===== config.mk =====
export PLATFORM = sky130hd
export DESIGN_NAME = pwpas_port_cfg
export DESIGN_NICKNAME = d
export VERILOG_FILES = /design/src/shared/pwpas_pkg.sv /design/src/verilog/pwpas_port_cfg.sv
export VERILOG_INCLUDE_DIRS = /design/src /design/src/shared
export SDC_FILE = /design/constraint.sdc
export NUM_CORES = 1
export LEC_CHECK = 0
export ABC_AREA = 1
export BUFFER_PORTS_ARGS = -buffer_cell sky130_fd_sc_hd__buf_2
export CAP_MARGIN = 10
export CORE_ASPECT_RATIO = 0.9
export CORE_MARGIN = 2
export CORE_UTILIZATION = 35
export CTS_CLUSTER_DIAMETER = 150
export CTS_CLUSTER_SIZE = 8
export DETAILED_ROUTE_END_ITERATION = 16
export PLACE_DENSITY = 0.67
export SYNTH_ARGS = -nofsm -noshare
export SYNTH_HDL_FRONTEND = slang
export SYNTH_SLANG_ARGS = --single-unit

===== constraint.sdc =====
create_clock -name clk_sys -period 1.95 [get_ports clk_sys]
set_input_delay 0.195 -clock clk_sys [delete_from_list [all_inputs] [get_ports clk_sys]]
set_output_delay 0.195 -clock clk_sys [all_outputs]
set_load 0.01 [all_outputs]

===== src/shared/pwpas_cfg.svh =====
// register offsets, reset values and sub-addresses of the port configuration slice
// assumes one 8-bit port and an 8-bit indirect register interface
`ifndef PWPAS_CFG_SVH
`define PWPAS_CFG_SVH
`define PWPAS_SUB_WAKE 8'h05
`define PWPAS_SUB_PULLUP 8'h06
`define PWPAS_SUB_AFS_LOW 8'h07
`define PWPAS_SUB_AFS_HIGH 8'h08
`define PWPAS_RST_ZERO 8'h00
`define PWPAS_RST_AFS_SMALL 8'h04
`define PWPAS_ZERO_BIT 1'b0
`endif


===== src/shared/pwpas_pkg.sv =====
// types shared by the port configuration slice
// assumes nothing of its surroundings
package pwpas_pkg;
	typedef enum logic [1:0] {PWPAS_FN_0, PWPAS_FN_1, PWPAS_FN_2, PWPAS_FN_3} pwpas_fn_t;
endpackage


===== src/verilog/pwpas_port_cfg.sv =====
// per-pin wake, pull-up and alternate-function select slice of an 8-bit port
// assumes a cpu-side indirect access: address register write, then control register access
`timescale 1ns/1ps
`include "pwpas_cfg.svh"

module pwpas_port_cfg #(
	parameter bit SMALL_PORT = 1'b0
)(
	input wire logic clk_sys,
	input wire logic rst,
	input wire logic addr_wr,
	input wire logic [7:0] addr_wdata,
	input wire logic ctrl_wr,
	input wire logic [7:0] ctrl_wdata,
	output logic [7:0] ctrl_rdata,
	output logic [7:0] addr_rdata,
	input wire logic [7:0] altfunc_enable_bit,
	input wire logic [7:0] pin_in,
	input wire logic stop_mode,
	output logic stop_recover,
	output logic [7:0] pullup_on,
	output logic [7:0] altfunc_active,
	output pwpas_pkg::pwpas_fn_t altfunc_sel [8]
);
	logic [7:0] sub_addr_reg;
	logic [7:0] wake_source_enable_reg;
	logic [7:0] pullup_enable_reg;
	logic [7:0] altfunc_select_low_reg;
	logic [7:0] altfunc_select_high_reg;
	logic [7:0] pin_meta_reg;
	logic [7:0] pin_sync_reg;
	logic [7:0] stop_level_reg;
	logic stop_prev_reg;
	logic [7:0] afs_reset;
	logic [7:0] wake_source_enable_next;
	logic [7:0] pullup_enable_next;
	logic [7:0] altfunc_select_low_next;
	logic [7:0] altfunc_select_high_next;
	logic [7:0] ctrl_rdata_next;
	logic [7:0] stop_level_next;
	logic [7:0] pin_change;
	logic wr_wake;
	logic wr_pullup;
	logic wr_afs_low;
	logic wr_afs_high;
	logic stop_entry;

	assign afs_reset = SMALL_PORT ? `PWPAS_RST_AFS_SMALL : `PWPAS_RST_ZERO;

	function automatic logic sub_hit(input logic [7:0] sa, input logic [7:0] target);
		sub_hit = (sa == target);
	endfunction

	// sub-address latch for indirect access
	always_ff @(posedge clk_sys)
	begin
		if (rst)
			sub_addr_reg <= `PWPAS_RST_ZERO;
		else if (addr_wr)
			sub_addr_reg <= addr_wdata;
	end

	// one write strobe per subregister; unmapped sub-addresses strobe nothing
	assign wr_wake = ctrl_wr && sub_hit(sub_addr_reg, `PWPAS_SUB_WAKE);
	assign wr_pullup = ctrl_wr && sub_hit(sub_addr_reg, `PWPAS_SUB_PULLUP);
	assign wr_afs_low = ctrl_wr && sub_hit(sub_addr_reg, `PWPAS_SUB_AFS_LOW);
	assign wr_afs_high = ctrl_wr && sub_hit(sub_addr_reg, `PWPAS_SUB_AFS_HIGH);

	// wake source enables
	always_comb
	begin
		wake_source_enable_next = wake_source_enable_reg;
		if (wr_wake)
			wake_source_enable_next = ctrl_wdata;
	end

	always_ff @(posedge clk_sys)
	begin
		if (rst)
			wake_source_enable_reg <= `PWPAS_RST_ZERO;
		else
			wake_source_enable_reg <= wake_source_enable_next;
	end

	// pull-up enables
	always_comb
	begin
		pullup_enable_next = pullup_enable_reg;
		if (wr_pullup)
			pullup_enable_next = ctrl_wdata;
	end

	always_ff @(posedge clk_sys)
	begin
		if (rst)
			pullup_enable_reg <= `PWPAS_RST_ZERO;
		else
			pullup_enable_reg <= pullup_enable_next;
	end

	// low select bits
	always_comb
	begin
		altfunc_select_low_next = altfunc_select_low_reg;
		if (wr_afs_low)
			altfunc_select_low_next = ctrl_wdata;
	end

	always_ff @(posedge clk_sys)
	begin
		if (rst)
			altfunc_select_low_reg <= afs_reset;
		else
			altfunc_select_low_reg <= altfunc_select_low_next;
	end

	// high select bits
	always_comb
	begin
		altfunc_select_high_next = altfunc_select_high_reg;
		if (wr_afs_high)
			altfunc_select_high_next = ctrl_wdata;
	end

	always_ff @(posedge clk_sys)
	begin
		if (rst)
			altfunc_select_high_reg <= afs_reset;
		else
			altfunc_select_high_reg <= altfunc_select_high_next;
	end

	// read mux; other sub-addresses read zero
	always_comb
	begin
		ctrl_rdata_next = `PWPAS_RST_ZERO;
		if (sub_hit(sub_addr_reg, `PWPAS_SUB_WAKE))
			ctrl_rdata_next = wake_source_enable_reg;
		else if (sub_hit(sub_addr_reg, `PWPAS_SUB_PULLUP))
			ctrl_rdata_next = pullup_enable_reg;
		else if (sub_hit(sub_addr_reg, `PWPAS_SUB_AFS_LOW))
			ctrl_rdata_next = altfunc_select_low_reg;
		else if (sub_hit(sub_addr_reg, `PWPAS_SUB_AFS_HIGH))
			ctrl_rdata_next = altfunc_select_high_reg;
	end

	// read data held in a flip-flop, one cycle behind the selected subregister
	always_ff @(posedge clk_sys)
	begin
		if (rst)
			ctrl_rdata <= `PWPAS_RST_ZERO;
		else
			ctrl_rdata <= ctrl_rdata_next;
	end

	assign addr_rdata = sub_addr_reg;

	// two-stage synchroniser for the pins
	always_ff @(posedge clk_sys)
	begin
		if (rst)
		begin
			pin_meta_reg <= `PWPAS_RST_ZERO;
			pin_sync_reg <= `PWPAS_RST_ZERO;
		end
		else
		begin
			pin_meta_reg <= pin_in;
			pin_sync_reg <= pin_meta_reg;
		end
	end

	// first cycle of stop mode: the entry level is taken then
	assign stop_entry = stop_mode && !stop_prev_reg;

	always_ff @(posedge clk_sys)
	begin
		if (rst)
			stop_prev_reg <= `PWPAS_ZERO_BIT;
		else
			stop_prev_reg <= stop_mode;
	end

	// level follows the pins outside stop mode, frozen from the entry edge on
	always_comb
	begin
		stop_level_next = stop_level_reg;
		if (!stop_mode || stop_entry)
			stop_level_next = pin_sync_reg;
	end

	always_ff @(posedge clk_sys)
	begin
		if (rst)
			stop_level_reg <= `PWPAS_RST_ZERO;
		else
			stop_level_reg <= stop_level_next;
	end

	// enabled pins whose level left the entry level, in either direction
	assign pin_change = (pin_sync_reg ^ stop_level_reg) & wake_source_enable_reg;

	// combinational compare, so a pending change needs no further edge
	always_comb
	begin
		stop_recover = stop_mode && stop_prev_reg && (|pin_change);
	end

	genvar g;
	generate
		for (g = 0; g < 8; g++)
		begin : g_pin
			assign altfunc_sel[g] = pwpas_pkg::pwpas_fn_t'({altfunc_select_high_reg[g],
				altfunc_select_low_reg[g]});
			assign altfunc_active[g] = altfunc_enable_bit[g];
			assign pullup_on[g] = pullup_enable_reg[g];
		end
	endgenerate
endmodule


# After elaboration in Yosys (flattened, before gate mapping)
# Cells that the tools add are included.
totals:
  output_inout_bits: 49
  mem_bits_ro: 0
  memories: 0
  mem_bits_rw: 0
  input_bits: 37
  latch_bits: 0
  reg_bits: 73
classes:
  div_mod_pow: 0
  add_sub_neg: 0
  muxes: 4
  n_eq_ne: 4
  mul: 0
  shift: 0
  n_bitwise: 2
  reduce_logical: 11
  order_cmp: 0
op_table:
  columns: ["cell", "n"]
  rows:
  - ["2-to-1 mux 8 bit", 4]
  - ["equality test 8 x 3 -> 1 bit (second input constant)", 3]
  - ["bitwise AND 8 bit", 1]
  - ["equality test 8 x 4 -> 1 bit (second input constant)", 1]
  - ["OR reduction 8 bit", 1]
  - ["XOR 8 bit", 1]
  - ["logical AND 1 bit", 7]
  - ["logical NOT 1 bit", 2]
  - ["logical OR 1 bit", 1]

# Depth between registers and ports, before layout
logic_depth:
  depth_word: 5
  ltp_mapped: 9
  depth_no_buf: 8

# Least setup slack after synthesis
# Ideal clock, no wire load.
synth_path:
  path_kind: "register -> register"
  start: "register sub_addr_reg[2] (netlist: addr_rdata[2])"
  end: "register ctrl_rdata[4]"
  stages_incl_launch_ff: 7
  setup_time_ps: 114
  t_required_ps: 1836
  arrival_ps: 1162
  setup_slack_ps: 675
  path_cell_list: "dfxtp_1 nand2_4 nor2_8 nand2_4 buf_6 o21ai_2 nor2_2"
synth_between:
  elab_chain_len: 5
synth_lines:
  columns: ["item", "line_no", "text"]
  rows:
  - ["from (decl)", "pwpas_port_cfg.sv:25", "logic [7:0] sub_addr_reg;"]
  - ["from (signal assigned)", "pwpas_port_cfg.sv:58", "sub_addr_reg <= `PWPAS_RST_ZERO;"]
  - ["from (signal assigned)", "pwpas_port_cfg.sv:60", "sub_addr_reg <= addr_wdata;"]
  - ["equality test 8 x 4 -> 1 bit", "pwpas_port_cfg.sv:51", "sub_hit = (sa == target);"]
  - ["2-to-1 mux 8 bit", "pwpas_port_cfg.sv:143", "else if (sub_hit(sub_addr_reg, `PWPAS_SUB_AFS_HIGH))"]
  - ["2-to-1 mux 8 bit", "pwpas_port_cfg.sv:141", "else if (sub_hit(sub_addr_reg, `PWPAS_SUB_AFS_LOW))"]
  - ["2-to-1 mux 8 bit", "pwpas_port_cfg.sv:139", "else if (sub_hit(sub_addr_reg, `PWPAS_SUB_PULLUP))"]
  - ["2-to-1 mux 8 bit *", "pwpas_port_cfg.sv:137", "if (sub_hit(sub_addr_reg, `PWPAS_SUB_WAKE))"]
  - ["to (signal assigned)", "pwpas_port_cfg.sv:151", "ctrl_rdata <= `PWPAS_RST_ZERO;"]
  - ["to (signal assigned)", "pwpas_port_cfg.sv:153", "ctrl_rdata <= ctrl_rdata_next;"]
  - ["to (decl)", "pwpas_port_cfg.sv:15", "output logic [7:0] ctrl_rdata,"]
# Every way passes the cells marked *; elsewhere a longest branch is shown, timed or not.
# A chain may end at the register's enable or synchronous reset.

# Worst setup path in the final report
layout_path:
  start: "register wake_source_enable_reg[3]"
  end: "output port stop_recover"
layout_between:
  elab_chain_len: 3
layout_lines:
  columns: ["item", "line_no", "text"]
  rows:
  - ["from (decl)", "pwpas_port_cfg.sv:26", "logic [7:0] wake_source_enable_reg;"]
  - ["from (signal assigned)", "pwpas_port_cfg.sv:80", "wake_source_enable_reg <= `PWPAS_RST_ZERO;"]
  - ["from (signal assigned)", "pwpas_port_cfg.sv:82", "wake_source_enable_reg <= wake_source_enable_next;"]
  - ["bitwise AND 8 bit", "pwpas_port_cfg.sv:201", "assign pin_change = (pin_sync_reg ^ stop_level_reg) & wake_source_enable_reg;"]
  - ["OR reduction 8 bit", "pwpas_port_cfg.sv:206", "stop_recover = stop_mode && stop_prev_reg && (|pin_change);"]
  - ["logical AND 1 bit", "pwpas_port_cfg.sv:206", null]
  - ["to (decl)", "pwpas_port_cfg.sv:20", "output logic stop_recover,"]
# Every way passes these cells.

==> results.md <==
* Status: finished, final reports clean
* Final-stage net count at 524
* Die Wd at 106 um
* Max-cap viol count at 0
* Relative slew slack at 56.4%
* Worst Skew at 0.00910 ns
* Setup TNS at 0 ns
* Power per Cell Area at 799 mW/mm^2
* Fmax achieved at 618 MHz
* Std-Cell Rows at 33
* Via/cell ratio at 4.60
* Total placed cells including tap cells at 598
* Worst Hold Margin at 0.0498 ns
* Ys flop type: dfxtp_1
* Hold Fails Final Rpt at 0
* WL/cell at 12.5 um
* Final GP Congestion at 0.789
* Global-route wire length before repair at 12100 um
* Proportion of synthesized chip area in sequential cells at 44.7%
* PortBufs at 69
* # IOs at 86
* Starting density of the core at 36.0%
* Seq cells post-synth at 73
* Post-synth cell types at 26
* Share of cells above drive strength 1 at 24.2%
* H-Tree Depth at 3
* Final std cells w/o fill at 613
* Ant diodes at 0
* Post-Syn Nets at 471
* Worst r2r src: addr_rdata[5]$_SDFFE_PP0P_
* Clock sink count at 73
* Die H at 95.7 um
* Total GRT Usage at 15.5%
* Clock root buffer master: clkbuf_8
* Hold/Removal Path Class: input pin to flop
* Critical path type: flop to primary output
* Critical path origin: wake_source_enable_reg[3]$_SDFFE_PP0P_
* Final setup viols at 0
* Clk Latency, worst-skew pair at 0.34 ns
* CTS Buffer Depth at 2
* DRT Pass-1 Iters at 4
* Post-route minimum period at 1.62 ns
* Period Utilization, post-route at 83.0%
* Core region area at 0.00908 sq mm
* Post-synth EDFFs at 0
* Final design area excluding fillers at 0.00376 sq mm
* Final WL at 7670 um
* YS warnings at 0
* Post-CTS Resized at 0
* Post-route ant nets at 0
* Hold path start: pin_in[5]
* DR vias at 2820
* Leakage power at 1.79 nW
* Placed inst area at 0.00357 sq mm
* Worst setup EP type: primary output
* Clock slew at reported path FFs at 0.08 ns
* Setup slack, reg-to-reg at 0.38 ns
* Crit path max fanout at 2
* Cells on Worst Hold Path at 3
* Worst endpoint required time at 1.75 ns
* Inserted Clock Buffers at 9
* DP Wirelength at 5480 um
* RSZ-0062 raised after global routing: no
* FF-to-FF path depth at 6
* Setup bufs post-CTS at 0
* Crit start category: flop
* Synthesized area per cell at 7.53 sq um
* Min-Delay Endpoint: pin_meta_reg[5]$_SDFF_PP0_
* Grt total ovfl at 0
* DR DRC count at 0
* Post-synth ARST share at 0%
* CTS tree: built
* Mapped cell area at 0.00327 sq mm
* Slew @ Worst Pin at 0.653 ns
* Power after layout at 3.00 mW
* Syn-to-layout area delta at 15.0%
* VDD IR max at 0.414 mV
* Vias in the first global route at 2468
* Max-slew violations at 0
* Initial antenna violation count at 0
* Maximum number of pins on one net before global-route repair at 49
* FF-to-FF End: pullup_on[3]$_SDFFE_PP0P_
* Iter 0 DRT Violations at 151
* Cts hold-fix bufs at 0
* Crit path DAT at 1.42 ns
* Die area at 0.0101 sq mm
* Synth Instances at 434
[report_power, final]
group	internal, mW	total [mW]	switching, mW
logic	0.0859	0.276	0.190
clock network	0.616	1.17	0.551
registers	1.53	1.56	0.0269
total	2.24	3.00	0.768
[logic make-up (layout without fill, tap and decap cells)]
group / count (synthesis) / after routing / share of synthesized area, %
AO/OA/AOI/OAI: 58 / 58 / 9.80
flip-flops: 73 / 73 / 44.7
AND/OR/NAND/NOR: 224 / 224 / 33.1
buffers and inverters: 79 / 136 / 12.4
[how the worst max path moves through the flow]
stage                               endpoint  slack (ns)  cells after the start
global placement    ctrl_rdata[4]$_SDFF_PP0_        0.45                      6
finish                          stop_recover        0.33                      7
global route                    stop_recover        0.21                      3
detailed placement  ctrl_rdata[1]$_SDFF_PP0_        0.39                      6
floorplan           ctrl_rdata[4]$_SDFF_PP0_        0.67                      6
CTS                             stop_recover        0.32                      7
[synth_stat cells (2+ instances only)]
library cell	count	area share [%]
nand2_1	83	9.5
nor2_1	75	8.6
dfxtp_1	73	45
inv_1	46	5.3
a21oi_1	34	5.2
nand3_1	22	3.4
nand4_1	22	4.2
o21ai_0	11	1.7
buf_4	9	2.1
nand3_2	8	2.5
o21ai_2	8	2.1
clkbuf_1	7	0.80
buf_6	6	2.1
o21ai_1	5	0.77
buf_2	4	0.61
nand2_2	4	0.77
inv_2	3	0.34
nor2_8	3	1.8
buf_8	2	0.92
nand2_4	2	0.69
nor2_2	2	0.38
[layer usage]
layer / vias to the layer above / wire length, um / part of all wire (%) / track usage (%)
li1: 1474 / - / - / -
met1: 1240 / 3640 / 47 / 20.0
met2: 91 / 3350 / 44 / 24.5
met3: 15 / 545 / 7.1 / 5.54
met4: 0 / 136 / 1.8 / 4.71
met5: - / 0 / 0 / 0
[metrics by stage]
step | utilization [%] | worst slack (ns)
after floorplan | - | 0.675
after global placement | 39.3 | 0.451
after detailed placement | 39.3 | 0.389
after CTS | 41.4 | 0.322
after global routing | 41.4 | 0.209
final | 41.4 | 0.331
[layout make-up]
type                            count  area [sq um]
Fill cell                         965          5320
Inverter                           50           190
Tap cell                          122           153
Sequential cell                    73          1460
Multi-Input combinational cell    282          1400
Timing Repair Buffer               71           360
Clock inverter                      5          56.3
Clock buffer                       10           138
[worst max-delay path, stage by stage, from the launching register on]
cell and delay (ns):
dfxtp_1 0.36, inv_1 0.08, nor2_1 0.12, nand2_1 0.07, nand2_1 0.08, nor2_1 0.04
a21oi_1 0.17, buf_2 0.17
[layout by cell type, fill, tap and decap left out, types with 8 or more instances in the layout]
| cell | count |
|---|---|
| nand3_2 | 8 |
| nand4_1 | 22 |
| nor2_1 | 75 |
| nand3_1 | 22 |
| a21oi_1 | 34 |
| dfxtp_1 | 73 |
| clkbuf_8 | 10 |
| inv_1 | 46 |
| o21ai_0 | 11 |
| o21ai_2 | 8 |
| buf_2 | 69 |
| nand2_1 | 83 |
Note: power is estimated with default switching activity, not from simulation.
